--- src/core/tmr_pkg.sv ---
// constants, register map and state type of the two-wire master receiver
package tmr_pkg;
  // register byte offsets
  localparam logic [7:0] OFS_CTRL = 8'h00;
  localparam logic [7:0] OFS_STAT = 8'h04;
  localparam logic [7:0] OFS_DATA = 8'h08;
  localparam logic [7:0] OFS_ISTS = 8'h0C;
  localparam logic [7:0] OFS_IMSK = 8'h10;
  // control register bit positions
  localparam int B_FLAG = 7;
  localparam int B_ACK  = 6;
  localparam int B_STA  = 5;
  localparam int B_STO  = 4;
  localparam int B_WCOL = 3;
  localparam int B_EN   = 2;
  localparam int B_IE   = 0;
  // interrupt status bit positions
  localparam int I_DONE = 0;
  localparam int I_ARB  = 1;
  localparam int I_WCOL = 2;
  // reset values
  localparam logic [7:0] DATA_RST = 8'hFF;
  localparam logic [2:0] IRQ_RST  = 3'h0;
  // status codes, prescaler bits zero
  localparam logic [7:0] ST_START   = 8'h08;
  localparam logic [7:0] ST_RSTART  = 8'h10;
  localparam logic [7:0] ST_AW_ACK  = 8'h18;
  localparam logic [7:0] ST_AW_NACK = 8'h20;
  localparam logic [7:0] ST_DT_ACK  = 8'h28;
  localparam logic [7:0] ST_DT_NACK = 8'h30;
  localparam logic [7:0] ST_ARB     = 8'h38;
  localparam logic [7:0] ST_AR_ACK  = 8'h40;
  localparam logic [7:0] ST_AR_NACK = 8'h48;
  localparam logic [7:0] ST_RX_ACK  = 8'h50;
  localparam logic [7:0] ST_RX_NACK = 8'h58;
  localparam logic [7:0] ST_NONE    = 8'hF8;
  // axi responses
  localparam logic [1:0] RESP_OK  = 2'b00;
  localparam logic [1:0] RESP_SLV = 2'b10;
  // timing: half of one bus bit period
  localparam int CLK_MHZ  = 100;
  localparam int HALF_NS  = 5000;
  localparam int HALF_CYC = (HALF_NS * CLK_MHZ + 999) / 1000;
  localparam int TMR_W    = 10;

  typedef enum logic [2:0] {S_IDLE, S_START, S_HOLD, S_BIT, S_STOP, S_RSTART} tmr_state_e;
endpackage

--- src/core/tmr_core.sv ---
// two-wire bus master receiver with axi4-lite register slave
//
// Contract
// RL1 - start request waits bus free, then START
// RL2 - writing one clears flag; enable gates operation
// RL3 - after START set flag, status 08
// RL4 - address direction bit selects transmit or receive
// RL5 - software loads read address then clears flag
// RL6 - after read address report 38, 40 or 48
// RL7 - received byte readable when flag rises
// RL8 - software clears ack enable before last byte
// RL9 - stop request sends STOP, bit self-clears
// RL10 - start request sends repeated START, status 10
// RL11 - in 10 direction bit picks next mode
// RL12 - on 38 release bus or restart later
// RL13 - on 40 receive byte, ack per enable
// RL14 - on 48 restart, stop, or stop+start
// RL15 - on 50 receive next byte, ack per enable
// RL16 - on 58 restart, stop, or stop+start
// RL17 - software masks prescaler bits before compare
// RL18 - data write without flag discarded, collision set
// RL19 - clock held low while flag set; the code releases it when the flag rises with 38
//
// Decided for this implementation: the AXI4-Lite interface to the registers and the register offsets.
`timescale 1ns/1ps
module tmr_core
  import tmr_pkg::*;
#(
  parameter int ADDR_W      = 8,
  parameter int HALF_CYCLES = HALF_CYC
) (
  // clock and reset
  input  wire logic              aclk,
  input  wire logic              aresetn,
  // axi4-lite write
  input  wire logic [ADDR_W-1:0] s_axi_awaddr,
  input  wire logic              s_axi_awvalid,
  output logic                   s_axi_awready,
  input  wire logic [31:0]       s_axi_wdata,
  input  wire logic [3:0]        s_axi_wstrb,
  input  wire logic              s_axi_wvalid,
  output logic                   s_axi_wready,
  output logic [1:0]             s_axi_bresp,
  output logic                   s_axi_bvalid,
  input  wire logic              s_axi_bready,
  // axi4-lite read
  input  wire logic [ADDR_W-1:0] s_axi_araddr,
  input  wire logic              s_axi_arvalid,
  output logic                   s_axi_arready,
  output logic [31:0]            s_axi_rdata,
  output logic [1:0]             s_axi_rresp,
  output logic                   s_axi_rvalid,
  input  wire logic              s_axi_rready,
  // bus pins, open drain
  input  wire logic              scl_i,
  output logic                   scl_o,
  output logic                   scl_oe,
  input  wire logic              sda_i,
  output logic                   sda_o,
  output logic                   sda_oe,
  // interrupt
  output logic                   irq
);

  localparam logic [TMR_W-1:0] HALF = TMR_W'(HALF_CYCLES - 1);

  typedef struct packed {
    tmr_state_e        state;
    logic              flag;
    logic              ack_en;
    logic              sta;
    logic              sto;
    logic              wcol;
    logic              en;
    logic              ie;
    logic [7:0]        code;
    logic [1:0]        presc;
    logic [7:0]        data;
    logic [7:0]        shift;
    logic [3:0]        nbit;
    logic [1:0]        phase;
    logic              rx_mode;
    logic              rxing;
    logic              addr_phase;
    logic              rep;
    logic [TMR_W-1:0]  tmr;
    logic              scl_m;
    logic              scl_s;
    logic              sda_m;
    logic              sda_s;
    logic              sda_p;
    logic              busy;
    logic              scl_oe;
    logic              sda_oe;
    logic [2:0]        ists;
    logic [2:0]        imask;
    logic              irq;
    logic              aw_have;
    logic [ADDR_W-1:0] awaddr;
    logic              w_have;
    logic [7:0]        wdata;
    logic              wstrb0;
    logic              awready;
    logic              wready;
    logic              bvalid;
    logic [1:0]        bresp;
    logic              arready;
    logic              rvalid;
    logic [1:0]        rresp;
    logic [31:0]       rdata;
  } tmr_regs_s;

  tmr_regs_s q;
  tmr_regs_s n;

  // status code after the ack slot of a byte
  function automatic logic [7:0] f_code(input logic addr, input logic rx, input logic ack);
    if (addr)
      f_code = rx ? (ack ? ST_AR_ACK : ST_AR_NACK) : (ack ? ST_AW_ACK : ST_AW_NACK);
    else
      f_code = rx ? (ack ? ST_RX_ACK : ST_RX_NACK) : (ack ? ST_DT_ACK : ST_DT_NACK);
  endfunction

  always_comb begin
    logic tdone;
    logic bitv;
    logic drove;
    n     = q;
    tdone = (q.tmr == '0);
    bitv  = 1'b1;
    drove = 1'b0;
    if (!tdone)
      n.tmr = q.tmr - TMR_W'(1);

    // pin synchronisers and bus busy tracking
    n.scl_m = scl_i;
    n.scl_s = q.scl_m;
    n.sda_m = sda_i;
    n.sda_s = q.sda_m;
    n.sda_p = q.sda_s;
    if (q.scl_s && q.sda_p && !q.sda_s)
      n.busy = 1'b1;
    if (q.scl_s && !q.sda_p && q.sda_s)
      n.busy = 1'b0;

    // axi write channels, taken in either order
    if (s_axi_awvalid && q.awready) begin
      n.aw_have = 1'b1;
      n.awaddr  = s_axi_awaddr;
      n.awready = 1'b0;
    end
    if (s_axi_wvalid && q.wready) begin
      n.w_have = 1'b1;
      n.wdata  = s_axi_wdata[7:0];
      n.wstrb0 = s_axi_wstrb[0];
      n.wready = 1'b0;
    end
    if (q.aw_have && q.w_have && !q.bvalid) begin
      n.aw_have = 1'b0;
      n.w_have  = 1'b0;
      n.bvalid  = 1'b1;
      n.bresp   = RESP_OK;
      unique case (8'(q.awaddr))
        OFS_CTRL: if (q.wstrb0) begin
          if (q.wdata[B_FLAG])
            n.flag = 1'b0; // RL2
          n.ack_en = q.wdata[B_ACK];
          n.sta    = q.wdata[B_STA];
          n.sto    = q.wdata[B_STO];
          n.en     = q.wdata[B_EN]; // RL2
          n.ie     = q.wdata[B_IE];
        end
        OFS_STAT: if (q.wstrb0)
          n.presc = q.wdata[1:0];
        OFS_DATA: if (q.wstrb0) begin
          if (q.flag) begin
            n.data = q.wdata;
            n.wcol = 1'b0;
          end else begin
            n.wcol          = 1'b1; // RL18
            n.ists[I_WCOL]  = 1'b1;
          end
        end
        OFS_ISTS: if (q.wstrb0)
          n.ists = q.ists & ~q.wdata[2:0];
        OFS_IMSK: if (q.wstrb0)
          n.imask = q.wdata[2:0];
        default: n.bresp = RESP_SLV;
      endcase
    end
    if (q.bvalid && s_axi_bready) begin
      n.bvalid  = 1'b0;
      n.awready = 1'b1;
      n.wready  = 1'b1;
    end

    // axi read channel
    if (s_axi_arvalid && q.arready) begin
      n.arready = 1'b0;
      n.rvalid  = 1'b1;
      n.rresp   = RESP_OK;
      unique case (8'(s_axi_araddr))
        OFS_CTRL: n.rdata = {24'h0, q.flag, q.ack_en, q.sta, q.sto, q.wcol, q.en, 1'b0, q.ie};
        OFS_STAT: n.rdata = {24'h0, q.code[7:3], 1'b0, q.presc}; // RL17
        OFS_DATA: n.rdata = {24'h0, q.data}; // RL7
        OFS_ISTS: n.rdata = {29'h0, q.ists};
        OFS_IMSK: n.rdata = {29'h0, q.imask};
        default: begin
          n.rdata = 32'h0;
          n.rresp = RESP_SLV;
        end
      endcase
    end
    if (q.rvalid && s_axi_rready) begin
      n.rvalid  = 1'b0;
      n.arready = 1'b1;
    end

    // bus engine; engine sets come after software clears so a set wins
    unique case (q.state)
      S_IDLE: begin
        n.scl_oe = 1'b0;
        n.sda_oe = 1'b0;
        if (q.en && q.sta && !q.flag && !q.busy) begin // RL1 RL12
          n.state  = S_START;
          n.phase  = 2'd0;
          n.sda_oe = 1'b1;
          n.tmr    = HALF;
        end
      end
      S_START: if (tdone) begin
        if (q.phase == 2'd0) begin
          n.phase  = 2'd1;
          n.scl_oe = 1'b1;
          n.tmr    = HALF;
        end else begin
          n.state        = S_HOLD;
          n.flag         = 1'b1;
          n.ists[I_DONE] = 1'b1;
          n.addr_phase   = 1'b1;
          n.code         = q.rep ? ST_RSTART : ST_START; // RL3 RL10
        end
      end
      S_HOLD: begin
        n.scl_oe = 1'b1; // RL19
        if (!q.flag) begin
          n.phase = 2'd0;
          n.tmr   = HALF;
          if (q.sto) begin // RL9 RL14 RL16
            n.state  = S_STOP;
            n.sda_oe = 1'b1;
          end else if (q.sta) begin // RL10 RL14 RL16
            n.state  = S_RSTART;
            n.sda_oe = 1'b0;
          end else if (q.code == ST_AR_NACK || q.code == ST_RX_NACK) begin
            // no bus action is defined here; end the frame rather than hang it
            n.state  = S_STOP;
            n.sda_oe = 1'b1;
          end else begin
            n.state = S_BIT;
            n.nbit  = 4'd0;
            n.shift = q.data;
            if (q.addr_phase)
              n.rx_mode = q.data[0]; // RL4 RL11
            n.rxing = !q.addr_phase && q.rx_mode; // RL13 RL15
          end
        end
      end
      S_BIT: begin
        if (q.nbit == 4'd8)
          bitv = q.rxing ? !q.ack_en : 1'b1; // RL13 RL15
        else
          bitv = q.rxing ? 1'b1 : q.shift[7];
        drove = q.rxing ? (q.nbit == 4'd8) : (q.nbit != 4'd8);
        if (q.phase == 2'd0) begin
          n.scl_oe = 1'b1;
          n.sda_oe = !bitv;
          if (tdone) begin
            n.phase  = 2'd1;
            n.scl_oe = 1'b0;
            n.tmr    = HALF;
          end
        end else if (!q.scl_s) begin
          // slave stretches the clock; high time starts once it lets go
          n.tmr = HALF;
        end else if (tdone) begin
          if (drove && bitv && !q.sda_s) begin // RL12
            n.state        = S_IDLE;
            n.scl_oe       = 1'b0;
            n.sda_oe       = 1'b0;
            n.rep          = 1'b0;
            n.addr_phase   = 1'b0;
            n.flag         = 1'b1;
            n.code         = ST_ARB; // RL6
            n.ists[I_DONE] = 1'b1;
            n.ists[I_ARB]  = 1'b1;
          end else begin
            n.phase  = 2'd0;
            n.scl_oe = 1'b1;
            n.tmr    = HALF;
            if (q.nbit != 4'd8) begin
              n.shift = {q.shift[6:0], q.sda_s};
              n.nbit  = q.nbit + 4'd1;
            end else begin
              n.state        = S_HOLD;
              n.flag         = 1'b1;
              n.ists[I_DONE] = 1'b1;
              n.addr_phase   = 1'b0;
              n.code         = f_code(q.addr_phase, q.rx_mode, q.rxing ? q.ack_en : !q.sda_s); // RL6
              if (q.rxing)
                n.data = q.shift; // RL7
            end
          end
        end
      end
      S_STOP: if (q.phase == 2'd1 && !q.scl_s) begin
        n.tmr = HALF;
      end else if (tdone) begin
        n.tmr   = HALF;
        n.phase = q.phase + 2'd1;
        if (q.phase == 2'd0)
          n.scl_oe = 1'b0;
        else if (q.phase == 2'd1)
          n.sda_oe = 1'b0;
        else begin
          // a pending start request restarts from idle once the bus is free
          n.state = S_IDLE;
          n.sto   = 1'b0; // RL9
          n.rep   = 1'b0;
          n.code  = ST_NONE;
        end
      end
      S_RSTART: if (tdone) begin
        n.tmr = HALF;
        if (q.phase == 2'd0) begin
          n.phase  = 2'd1;
          n.scl_oe = 1'b0;
        end else if (q.scl_s) begin
          n.state  = S_START; // RL10
          n.phase  = 2'd0;
          n.rep    = 1'b1;
          n.sda_oe = 1'b1;
        end
      end
      default: n.state = S_IDLE;
    endcase

    if (!q.en) begin // RL2
      n.state  = S_IDLE;
      n.scl_oe = 1'b0;
      n.sda_oe = 1'b0;
      n.rep    = 1'b0;
    end
    n.irq = |(n.ists & n.imask);
  end

  always_ff @(posedge aclk) begin
    if (!aresetn) begin
      q         <= '0;
      q.state   <= S_IDLE;
      q.code    <= ST_NONE;
      q.data    <= DATA_RST;
      q.ists    <= IRQ_RST;
      q.imask   <= IRQ_RST;
      q.scl_m   <= 1'b1;
      q.scl_s   <= 1'b1;
      q.sda_m   <= 1'b1;
      q.sda_s   <= 1'b1;
      q.sda_p   <= 1'b1;
      q.awready <= 1'b1;
      q.wready  <= 1'b1;
      q.arready <= 1'b1;
    end else begin
      q <= n;
    end
  end

  assign s_axi_awready = q.awready;
  assign s_axi_wready  = q.wready;
  assign s_axi_bresp   = q.bresp;
  assign s_axi_bvalid  = q.bvalid;
  assign s_axi_arready = q.arready;
  assign s_axi_rdata   = q.rdata;
  assign s_axi_rresp   = q.rresp;
  assign s_axi_rvalid  = q.rvalid;
  // outputs only ever pull low; scl_o and sda_o are q.rep anded with zero, so constant zero
  assign scl_o         = q.rep & 1'b0;
  assign sda_o         = q.rep & 1'b0;
  assign scl_oe        = q.scl_oe;
  assign sda_oe        = q.sda_oe;
  assign irq           = q.irq;

endmodule

--- config.mk ---
export PLATFORM = sky130hd
export DESIGN_NAME = tmr_core
export DESIGN_NICKNAME = d
export VERILOG_FILES = /design/src/core/tmr_pkg.sv /design/src/core/tmr_core.sv
export SDC_FILE = /design/constraint.sdc
export NUM_CORES = 1
export LEC_CHECK = 0
export BUFFER_PORTS_ARGS = -buffer_cell sky130_fd_sc_hd__buf_2
export CORE_MARGIN = 3
export CORE_UTILIZATION = 40
export DETAILED_ROUTE_END_ITERATION = 10
export PLACE_DENSITY = 0.64
export SLEW_MARGIN = 10
export SYNTH_ARGS = -nofsm -noshare
export SYNTH_HDL_FRONTEND = slang
export SYNTH_SLANG_ARGS = --single-unit
--- constraint.sdc ---
create_clock -name aclk -period 6.1 [get_ports aclk]
set_input_delay 0.305 -clock aclk [delete_from_list [all_inputs] [get_ports aclk]]
set_output_delay 0.305 -clock aclk [all_outputs]
set_load 0.005 [all_outputs]
==> impl_metrics.sql, run 1 <==
INSERT INTO impl_metrics (metric_group, metric, value, unit) VALUES
('critical_path', 'worst-endpoint-arrival', '4.30', 'ns'),
('die', 'design.die.area', '0.0159', 'mm2'),
('cells_and_area', 'most-common-layout-cells', 'sky130_fd_sc_hd__dfxtp_1 (102), sky130_fd_sc_hd__nand2_1 (84), sky130_fd_sc_hd__a21oi_1 (65)', ''),
('worst_hold_path', 'hold_endpoint', 'n[73]$_SDFF_PN1_', ''),
('synthesis', 'post_synth_num_cell_types', '73', ''),
('cells_and_area', 'num-fill-cells', '1386', ''),
('sta', 'finalHoldWorstSlack', '0.136', 'ns'),
('synthesis', 'post_synth_instance_area', '0.00577', 'mm2'),
('grt', 'antenna_violations_before_repair', '0', ''),
('cells_and_area', 'final_core_utilization', '44.4', '%'),
('sta', 'final.setup_skew', '0.00935', 'ns'),
('worst_hold_path', 'min_path_type', 'in -> reg', ''),
('place', 'post_placement_cell_area', '0.00589', 'mm2'),
('cells_and_area', 'fin_nets', '804', ''),
('sta', 'sum_of_negative_setup_slack', '0', 'ns'),
('place', 'io_buffer_count', '51', ''),
('place', 'globalplace.congestion', '0.882', ''),
('synthesis', 'post-synth-top-area-cell', 'sky130_fd_sc_hd__dfxtp_1', ''),
('worst_hold_path', 'holdCritStartpoint', 'scl_i', ''),
('die', 'design.portCount', '107', ''),
('critical_path', 'startpoint', 'q[75]$_SDFF_PN0_', ''),
('clocking', 'cts_resized', '0', ''),
('die', 'placeableCoreArea', '0.0140', 'mm2'),
('flow_run', 'max_cap_violation_count', '0', ''),
('critical_path', 'start_kind', 'register', ''),
('sta', 'grt_setup_unrepaired', 'no', ''),
('clocking', 'clkSinkCount', '102', ''),
('route', 'drcViolationCount', '0', ''),
('route', 'drt_iter0_drc', '387', ''),
('critical_path', 'r2r_setup_slack', '2.05', 'ns'),
('place', 'numPlacedInstances', '901', ''),
('clocking', 'cts_buffers', '9', ''),
('die', 'fp-row-count', '43', ''),
('synthesis', 'synth-seq-cells', '102', ''),
('grt', 'remaining_global_route_overflow', '0', ''),
('synthesis', 'synth_edf_count', '0', ''),
('critical_path', 'crit_required', '6.35', 'ns'),
('status', 'status', 'finished clean', ''),
('critical_path', 'start_of_the_worst_register_to_register_path', 'q[75]$_SDFF_PN0_', ''),
('sta', 'period_share', '66.3', '%'),
('place', 'place_hpwl', '10.5', 'mm'),
('synthesis', 'prevailing_post_synth_register_cell', 'sky130_fd_sc_hd__dfxtp_1', ''),
('route', 'drt-vias-per-instance', '5.74', ''),
('die', 'die_w', '126', 'um'),
('synthesis', 'ys_seq_area_share', '35.4', '%'),
('cells_and_area', 'stdcell_count', '917', ''),
('synthesis', 'synth_largest_type_area_fraction', '35.4', '%'),
('critical_path', 'reg2reg_depth', '9', ''),
('power_and_ir_drop', 'p_leak', '0.00253', 'uW'),
('cells_and_area', 'stdcell_area', '0.00621', 'mm2'),
('power_and_ir_drop', 'peakVddDrop', '0.184', 'mV'),
('clocking', 'worstSkewPairLatency', '0.36', 'ns'),
('synthesis', 'ys_async_sr_fraction', '0', '%'),
('clocking', 'postCtsSetupBuffers', '0', ''),
('critical_path', 'timing.rr.end', 'q[93]$_SDFFE_PN0P_', ''),
('worst_hold_path', 'hold_path_cell_cnt', '2', ''),
('route', 'detail-route-antenna-nets', '0', ''),
('clocking', 'tritoncts_clock_tree', 'built', ''),
('sta', 'setup-violations-final', '0', ''),
('critical_path', 'crit_fanout', '25', ''),
('sta', 'report.final.hold_viol_count', '0', ''),
('grt', 'largest_net_degree_at_the_start_of_global_routing', '56', ''),
('grt', 'groute.usage.overall', '18.7', '%'),
('synthesis', 'synthesis.area_per_instance', '7.97', 'um2'),
('route', 'drt_wl_total', '14.8', 'mm'),
('route', 'wl_per_cell', '16.1', 'um'),
('critical_path', 'capturing_element_type_of_the_critical_path', 'register', ''),
('cells_and_area', 'drive_above_1_share', '11.7', '%'),
('synthesis', 'synthesis.instances', '724', ''),
('route', 'drt_first_pass_iters', '6', ''),
('clocking', 'htreeDepth', '3', '');
Yosys cell counts (6+ instances only):
master                        n
sky130_fd_sc_hd__dfxtp_1    102
sky130_fd_sc_hd__nand2_1     84
sky130_fd_sc_hd__a21oi_1     65
sky130_fd_sc_hd__nor2_1      52
sky130_fd_sc_hd__o21ai_0     49
sky130_fd_sc_hd__buf_4       39
sky130_fd_sc_hd__clkbuf_1    35
sky130_fd_sc_hd__mux2i_1     35
sky130_fd_sc_hd__nand3_1     29
sky130_fd_sc_hd__inv_1       21
sky130_fd_sc_hd__nor3_1      19
sky130_fd_sc_hd__nand2b_1    12
sky130_fd_sc_hd__a22oi_1     11
sky130_fd_sc_hd__ha_1        11
sky130_fd_sc_hd__nor2b_1     10
sky130_fd_sc_hd__a2bb2oi_1    8
sky130_fd_sc_hd__a31oi_1      8
sky130_fd_sc_hd__and2_1       7
sky130_fd_sc_hd__a221oi_1     6
sky130_fd_sc_hd__and3_1       6
sky130_fd_sc_hd__nand3b_1     6
sky130_fd_sc_hd__nor4_1       6
sky130_fd_sc_hd__o31ai_1      6
critical path: stages (launching register included):
cell	delay [ns]
sky130_fd_sc_hd__dfxtp_1	0.36
sky130_fd_sc_hd__inv_1	0.08
sky130_fd_sc_hd__ha_1	0.19
sky130_fd_sc_hd__or4b_1	0.60
sky130_fd_sc_hd__nor3_4	0.66
sky130_fd_sc_hd__inv_2	0.35
sky130_fd_sc_hd__o31a_1	0.38
sky130_fd_sc_hd__a21oi_2	0.73
sky130_fd_sc_hd__o21ai_0	0.25
sky130_fd_sc_hd__a32o_1	0.32
area by class of cell:
cell class,instances,area (um2),share of cell area [%]
tap,180,225,3.62
sequential,102,2040,32.9
multi-input combinational,545,3280,52.8
inverter,22,82.6,1.33
timing repair buffer,52,263,4.23
clock buffer,9,225,3.62
clock inverter,7,95.1,1.53
per-stage QoR:
step | power, uW | setup WS [ns]
2_1_floorplan | 1100 | 3.20
3_5_place_dp | 1170 | 2.09
5_1_grt | 1870 | 1.76
6_report | 1780 | 2.05
3_3_place_gp | 1150 | 2.23
4_1_cts | 1790 | 2.08
power breakdown:
part	internal, uW	switching (uW)
Sequential	700	42.7
Clock	332	289
Combinational	158	258
flip-flops by register name, indices dropped and copies added (netlist names):
signal and flops:
s_axi_bresp 1, n 3, s_axi_wready 1, irq 1, scl_oe 1, s_axi_rresp 1, s_axi_rvalid 1, s_axi_arready 1
s_axi_awready 1, sda_oe 1, s_axi_bvalid 1, q 81, s_axi_rdata 8
per-layer routing:
metal	part of all wire (%)	vias to the layer above	track usage, %
met2	45	183	29.3
li1	-	2559	-
met5	0	-	0
met3	5.5	36	3.99
met4	2.8	0	7.70
met1	46	2482	25.1
cells by family after synthesis:
family                   synth area share (%)
other                                  0.0650
buffers and inverters                    9.50
XOR/XNOR                                0.911
AO/OA/AOI/OAI                            21.8
AND/OR/NAND/NOR                          22.6
adder cells (fa/ha/maj)                  2.73
flip-flops                               35.4
multiplexers                             7.05
worst max-delay path by stage:
stage          slack, ns  depth (start not counted)            endpoint
2_1_floorplan       3.20                         12    q[75]$_SDFF_PN0_
3_3_place_gp        2.23                          9  q[93]$_SDFFE_PN0P_
3_5_place_dp        2.09                          9  q[93]$_SDFFE_PN0P_
4_1_cts             2.08                          9  q[93]$_SDFFE_PN0P_
5_1_grt             1.76                          9  q[93]$_SDFFE_PN0P_
6_report            2.05                          9  q[93]$_SDFFE_PN0P_
Power figures use the tool's default switching activity.
==> run 2: changes to the inputs <==
clock period = 4.05 ns   (was 6.1 ns; I/O delays follow)
==> run 2 against run 1 <==
Routed wire length shrank 0.80%. Die area is the same. Largest power group unchanged. Clock skew grew 0.0031 ns. Cell area grew 0.26%. Global-route usage shrank 0.48 points. Largest cell class unchanged.
==> impl_metrics.sql, run 2 (same netlist as run 1, synthesis figures left out) <==
INSERT INTO impl_metrics (metric_group, metric, value, unit) VALUES
('power_and_ir_drop', 'peakVddDrop', '0.208', 'mV'),
('power_and_ir_drop', 'power.share.combinational', '24.6', '%'),
('critical_path', 'worst-endpoint-arrival', '3.32', 'ns'),
('cells_and_area', 'area_delta_synth_final', '7.98', '%'),
('cells_and_area', 'layout_commonest_cell', 'sky130_fd_sc_hd__dfxtp_1', ''),
('worst_hold_path', 'hold_endpoint', 'n[73]$_SDFF_PN1_', ''),
('route', 'drt_wl_total', '14.7', 'mm'),
('place', 'globalplace.congestion', '0.887', ''),
('grt', 'via_count_of_the_first_global_routing_pass', '4832', ''),
('sta', 'report.final.hold_viol_count', '0', ''),
('die', 'floorplan.die.height', '126', 'um'),
('sta', 'grt_setup_unrepaired', 'no', ''),
('critical_path', 'reg2reg_depth', '11', ''),
('clocking', 'cts_hold_repair.buffers', '0', ''),
('route', 'drt_iter0_drc', '376', ''),
('sta', 'finalMaxSlewViolations', '0', ''),
('critical_path', 'r2r_setup_slack', '0.95', 'ns'),
('cells_and_area', 'stdcell_area', '0.00623', 'mm2'),
('critical_path', 'timing.rr.end', 'q[88]$_SDFFE_PN0P_', ''),
('grt', 'antenna_violations_before_repair', '0', ''),
('status', 'status', 'finished clean', ''),
('cells_and_area', 'drive_above_1_share', '12.1', '%'),
('cells_and_area', 'multi_input_comb_area', '0.00328', 'mm2'),
('route', 'wl_per_cell', '15.9', 'um'),
('clocking', 'clkSinkCount', '102', ''),
('cells_and_area', 'fin_nets', '808', ''),
('cells_and_area', 'num-fill-cells', '1380', ''),
('cells_and_area', 'seq_area', '0.00204', 'mm2'),
('critical_path', 'start_of_the_worst_register_to_register_path', 'q[76]$_SDFF_PN0_', ''),
('power_and_ir_drop', 'netSwitchingPower', '907', 'uW'),
('grt', 'largest_net_degree_at_the_start_of_global_routing', '60', ''),
('sta', 'period_share', '76.5', '%'),
('cells_and_area', 'largest_register_ffs', '81', ''),
('clocking', 'tritoncts_clock_tree', 'built', ''),
('grt', 'remaining_global_route_overflow', '0', ''),
('clocking', 'worstSkewPairLatency', '0.36', 'ns'),
('clocking', 'cts_root_buffer', 'sky130_fd_sc_hd__clkbuf_16', ''),
('flow_run', 'max_cap_violation_count', '0', ''),
('critical_path', 'start_kind', 'register', ''),
('route', 'drt_first_pass_iters', '5', ''),
('sta', 'setup-violations-final', '0', ''),
('route', 'detail-route-antenna-nets', '0', ''),
('sta', 'min_period', '3.10', 'ns'),
('place', 'post_placement_cell_area', '0.00592', 'mm2'),
('power_and_ir_drop', 'p_leak', '0.00255', 'uW'),
('sta', 'max_slew_margin', '40.0', '%'),
('route', 'drt-vias-per-instance', '5.68', ''),
('clocking', 'postCtsSetupBuffers', '0', ''),
('sta', 'final.setup_skew', '0.0124', 'ns'),
('route', 'drcViolationCount', '0', ''),
('power_and_ir_drop', 'power.switching_fraction', '34.1', '%'),
('grt', 'groute.usage.overall', '18.2', '%'),
('die', 'fp-row-count', '43', ''),
('die', 'placeableCoreArea', '0.0140', 'mm2'),
('die', 'design.die.area', '0.0159', 'mm2'),
('worst_hold_path', 'holdCritStartpoint', 'scl_i', ''),
('critical_path', 'capturing_element_type_of_the_critical_path', 'register', ''),
('cells_and_area', 'largest_register', 'q', ''),
('sta', 'sum_of_negative_setup_slack', '0', 'ns'),
('critical_path', 'crit_fanout', '17', ''),
('die', 'design.portCount', '107', ''),
('grt', 'grt_pass1_wl', '24.2', 'mm'),
('worst_hold_path', 'min_path_type', 'in -> reg', ''),
('clocking', 'max-clock-path-buffers', '2', ''),
('clocking', 'clk_pin_slew_worst_paths', '0.08', 'ns'),
('cells_and_area', 'most-common-layout-cells', 'sky130_fd_sc_hd__dfxtp_1 (102), sky130_fd_sc_hd__nand2_1 (84), sky130_fd_sc_hd__a21oi_1 (65)', ''),
('clocking', 'cts_buffers', '9', ''),
('clocking', 'cts_resized', '0', ''),
('place', 'place_hpwl', '10.5', 'mm'),
('power_and_ir_drop', 'internal-power', '1750', 'uW'),
('route', 'dr_total_vias', '5234', ''),
('critical_path', 'timing.setup.critical_path_class', 'reg -> reg', ''),
('die', 'initial_core_util', '41.3', '%'),
('die', 'die_w', '126', 'um'),
('cells_and_area', 'antennaDiodeCount', '0', ''),
('sta', 'achievable_frequency', '323', 'MHz'),
('place', 'io_buffer_count', '51', ''),
('power_and_ir_drop', 'power_frac_clock', '33.2', '%'),
('power_and_ir_drop', 'seq_power_share', '42.1', '%'),
('worst_hold_path', 'hold_path_cell_cnt', '2', ''),
('power_and_ir_drop', 'power_density', '427', 'mW/mm2'),
('critical_path', 'crit_required', '4.27', 'ns'),
('sta', 'worst_pin_slew', '0.892', 'ns'),
('clocking', 'htreeDepth', '3', '');
## run 2: cell types whose count changed in the layout (fill, tap and decap cells not counted), sizes merged
cell / before / now
buf: 52 / 56
bufinv: 1 / 0
inv: 26 / 25
clkinv: 2 / 4
## run 2: power groups by stage
stage	logic, uW	registers, uW	clock network (uW)
6_report	655	1120	884
2_1_floorplan	538	1120	0
3_5_place_dp	643	1140	0
4_1_cts	645	1120	904
3_3_place_gp	620	1140	0
5_1_grt	727	1130	939
## run 2: area by class of cell
class / count / share of cell area (%)
clock buffer: 9 / 3.61
clock inverter: 7 / 1.31
inverter: 22 / 1.33
tap: 180 / 3.61
multi-input combinational: 545 / 52.7
timing repair buffer: 56 / 4.70
sequential: 102 / 32.8
## run 2: routing by layer
metal  GRT usage, %  routed length, um  share of wire [%]
met5              0                  0                  0
met4           7.32                313                2.1
met3           3.27                710                4.8
met2           28.7               6810                 46
met1           24.7               6850                 47
## run 2: how the worst max path moves through the flow
stage                                 from            endpoint  slack, ns
after floorplan           q[75]$_SDFF_PN0_    q[75]$_SDFF_PN0_       1.15
final                     q[76]$_SDFF_PN0_  q[88]$_SDFFE_PN0P_       0.95
after detailed placement  q[76]$_SDFF_PN0_  q[88]$_SDFFE_PN0P_       1.03
after global placement    q[75]$_SDFF_PN0_  q[88]$_SDFFE_PN0P_       1.06
after global routing      q[75]$_SDFF_PN0_  q[95]$_SDFFE_PN0P_       0.72
after CTS                 q[76]$_SDFF_PN0_  q[88]$_SDFFE_PN0P_       1.01
## run 2: critical path: stages, from the launching register on
cell                      delay [ns]
sky130_fd_sc_hd__dfxtp_1        0.37
sky130_fd_sc_hd__inv_1          0.07
sky130_fd_sc_hd__ha_1           0.18
sky130_fd_sc_hd__or4b_1         0.61
sky130_fd_sc_hd__nor3_4         0.20
sky130_fd_sc_hd__buf_4          0.26
sky130_fd_sc_hd__inv_2          0.13
sky130_fd_sc_hd__o31a_1         0.32
sky130_fd_sc_hd__a21oi_2        0.34
sky130_fd_sc_hd__buf_4          0.25
sky130_fd_sc_hd__a31o_2         0.16
sky130_fd_sc_hd__a21oi_1        0.06
## run 2: metrics by stage
step / worst slack [ns] / util (%) / hold WS, ns / total power [uW] / cells
final: 0.950 / 44.5 / 0.0327 / 2660 / 921
after global routing: 0.721 / 44.5 / 0.0326 / 2790 / 921
after CTS: 1.01 / 44.5 / 0.0262 / 2670 / 921
after detailed placement: 1.03 / 42.4 / 0.395 / 1780 / 905
after global placement: 1.06 / 42.4 / 0.394 / 1760 / 905
after floorplan: 1.15 / - / 0.303 / 1650 / 751
==> run 3: changes to the inputs <==
clock period = 3.1 ns   (was 4.05 ns; I/O delays follow)
==> run 3 against run 2 <==
Global-route usage grew 0.47 points. Combinational power grew 35%. Routed wire length grew 1.4%. Cell count grew 1.5%. Register-to-register slack lost 0.60 ns. Cell area grew 1.8%. Worst hold slack lost 0.0065 ns. Clock power grew 30%. Critical endpoint is now q[95]$_SDFFE_PN0P_. Largest power group unchanged.
==> impl_metrics.sql, run 3 (same netlist as run 1, synthesis figures left out) <==
INSERT INTO impl_metrics (metric_group, metric, value, unit) VALUES
('status', 'status', 'finished clean', ''),
('route', 'drt_wl_total', '14.9', 'mm'),
('critical_path', 'start_kind', 'register', ''),
('place', 'place_hpwl', '10.8', 'mm'),
('cells_and_area', 'largest_register_ffs', '81', ''),
('route', 'drt_iter0_drc', '351', ''),
('cells_and_area', 'drive_above_1_share', '13.4', '%'),
('critical_path', 'worst-endpoint-arrival', '3.02', 'ns'),
('clocking', 'tritoncts_clock_tree', 'built', ''),
('route', 'drt-vias-per-instance', '5.74', ''),
('power_and_ir_drop', 'netSwitchingPower', '1180', 'uW'),
('clocking', 'clkSinkCount', '102', ''),
('clocking', 'htreeDepth', '3', ''),
('clocking', 'postCtsSetupBuffers', '0', ''),
('grt', 'grt_util_met1', '24.6', '%'),
('sta', 'achievable_frequency', '364', 'MHz'),
('power_and_ir_drop', 'seq_power_share', '41.8', '%'),
('power_and_ir_drop', 'peakVddDrop', '0.325', 'mV'),
('die', 'initial_core_util', '41.3', '%'),
('route', 'detail-route-antenna-nets', '0', ''),
('place', 'io_buffer_count', '51', ''),
('sta', 'timing.final.ws_setup', '0.354', 'ns'),
('grt', 'groute.usage.overall', '18.7', '%'),
('clocking', 'worstSkewPairLatency', '0.36', 'ns'),
('sta', 'period_share', '88.6', '%'),
('sta', 'max_slew_margin', '41.9', '%'),
('clocking', 'cts_buffers', '9', ''),
('sta', 'report.final.hold_viol_count', '0', ''),
('cells_and_area', 'most-common-layout-cells', 'sky130_fd_sc_hd__dfxtp_1 (102), sky130_fd_sc_hd__nand2_1 (84), sky130_fd_sc_hd__a21oi_1 (65)', ''),
('cells_and_area', 'layout_commonest_cell', 'sky130_fd_sc_hd__dfxtp_1', ''),
('critical_path', 'crit_chain', 'inv_1 > ha_1 > or4b_1 > nor3_4 > inv_2 > o31a_1 > a21oi_2 > buf_4 > nor2_1 > a211oi_2', ''),
('grt', 'gr-max-usage-layer', 'met2', ''),
('clocking', 'cts_root_buffer', 'sky130_fd_sc_hd__clkbuf_16', ''),
('grt', 'via_count_of_the_first_global_routing_pass', '5124', ''),
('grt', 'remaining_global_route_overflow', '0', ''),
('clocking', 'cts_resized', '0', ''),
('clocking', 'clk_pin_slew_worst_paths', '0.08', 'ns'),
('sta', 'sum_of_negative_setup_slack', '0', 'ns'),
('cells_and_area', 'seq_area', '0.00204', 'mm2'),
('cells_and_area', 'area_delta_synth_final', '9.89', '%'),
('worst_hold_path', 'min_path_type', 'in -> reg', ''),
('cells_and_area', 'multi_input_comb_area', '0.00328', 'mm2'),
('route', 'dr_total_vias', '5368', ''),
('power_and_ir_drop', 'power_density', '551', 'mW/mm2'),
('place', 'globalplace.congestion', '0.878', ''),
('die', 'fp-row-count', '43', ''),
('grt', 'grt_pass1_wl', '24.8', 'mm'),
('power_and_ir_drop', 'internal-power', '2320', 'uW'),
('critical_path', 'crit_path_top_delay_cell', 'sky130_fd_sc_hd__or4b_1', ''),
('die', 'placeableCoreArea', '0.0140', 'mm2'),
('critical_path', 'cp.buffers_inverters', '3', ''),
('die', 'floorplan.die.height', '126', 'um'),
('grt', 'antenna_violations_before_repair', '0', ''),
('cells_and_area', 'largest_register', 'q', ''),
('power_and_ir_drop', 'power.share.combinational', '25.2', '%'),
('die', 'design.die.area', '0.0159', 'mm2'),
('sta', 'final.setup_skew', '0.0123', 'ns'),
('grt', 'grt_use_met3', '3.90', '%'),
('route', 'wl_per_cell', '15.9', 'um'),
('critical_path', 'timing.setup.critical_path_class', 'reg -> reg', ''),
('place', 'post_place_setup_slack', '0.375', 'ns'),
('power_and_ir_drop', 'p_leak', '0.00261', 'uW'),
('cells_and_area', 'fin_nets', '822', ''),
('critical_path', 'crit_fanout', '16', ''),
('sta', 'finalMaxSlewViolations', '0', ''),
('critical_path', 'cp_top_family', 'compound AO/OA/AOI/OAI gates', ''),
('die', 'die_w', '126', 'um'),
('clocking', 'max-clock-path-buffers', '2', ''),
('sta', 'setup-violations-final', '0', ''),
('flow_run', 'max_cap_violation_count', '0', ''),
('sta', 'min_period', '2.75', 'ns'),
('critical_path', 'capturing_element_type_of_the_critical_path', 'register', ''),
('power_and_ir_drop', 'power_frac_clock', '33.0', '%'),
('clocking', 'cts_hold_repair.buffers', '3', ''),
('sta', 'grt_setup_unrepaired', 'no', ''),
('route', 'drcViolationCount', '0', ''),
('die', 'design.portCount', '107', ''),
('power_and_ir_drop', 'power.switching_fraction', '33.8', '%'),
('grt', 'globalRouteMet2Util', '30.6', '%'),
('cells_and_area', 'final_core_utilization', '45.3', '%'),
('route', 'drt_first_pass_iters', '5', ''),
('critical_path', 'critPathMaxStageDelay', '0.52', 'ns'),
('sta', 'worst_pin_slew', '0.870', 'ns'),
('cells_and_area', 'num-fill-cells', '1392', ''),
('critical_path', 'crit_required', '3.38', 'ns'),
('grt', 'largest_net_degree_at_the_start_of_global_routing', '60', ''),
('cells_and_area', 'antennaDiodeCount', '0', '');
run 3: cell types whose count changed in the layout (fill, tap and decap cells not counted), sizes merged:
cell,change
buf,+11
clkinv,-1
dlygate4sd3,+3
inv,+1
run 3: layout make-up:
class                      count  area share [%]
multi-input combinational    545            51.8
sequential                   102            32.2
timing repair buffer          70            6.39
tap                          180            3.55
clock buffer                   9            3.55
inverter                      22            1.30
clock inverter                 7            1.24
run 3: final timing paths:
check / end / cells after the start / start / slack (ns)
setup reg to reg: q[95]$_SDFFE_PN0P_ / 10 / q[76]$_SDFF_PN0_ / 0.35
setup / recovery: q[95]$_SDFFE_PN0P_ / 10 / q[76]$_SDFF_PN0_ / 0.35
hold / removal: q[44]$_SDFFE_PN0P_ / 3 / s_axi_wdata[2] / 0.03
hold reg to reg: n[70]$_SDFF_PN1_ / 1 / n[71]$_SDFF_PN1_ / 0.41
run 3: stage by stage:
stage / hold slack (ns) / total power, uW / instances / cell area [um2]
after CTS: 0.0143 / 3520 / 935 / 6340
after global placement: 0.350 / 2320 / 916 / 6010
after detailed placement: 0.355 / 2350 / 916 / 6010
after floorplan: 0.255 / 2160 / 751 / 5870
after global routing: 0.0183 / 3690 / 935 / 6340
final: 0.0262 / 3500 / 935 / 6340
run 3: layer usage:
metal / routed length (um) / part of all wire (%)
met2: 7030 / 47
met5: 0 / 0
met3: 919 / 6.2
met4: 280 / 1.9
met1: 6660 / 45
run 3: worst reg2reg max path: cells and delay by family, from the launching register on:
family | cells | cell delay, ns
AO/OA/AOI/OAI | 3 | 0.84
adder cells (fa/ha/maj) | 1 | 0.19
buffers and inverters | 3 | 0.48
flip-flops | 1 | 0.36
AND/OR/NAND/NOR | 3 | 0.80
run 3: power groups by stage:
| stage | Sequential [uW] | Clock (uW) | Combinational (uW) |
|---|---|---|---|
| 2_1_floorplan | 1460 | 0 | 702 |
| 3_3_place_gp | 1490 | 0 | 837 |
| 3_5_place_dp | 1490 | 0 | 863 |
| 4_1_cts | 1460 | 1190 | 870 |
| 5_1_grt | 1470 | 1240 | 979 |
| 6_report | 1460 | 1150 | 881 |
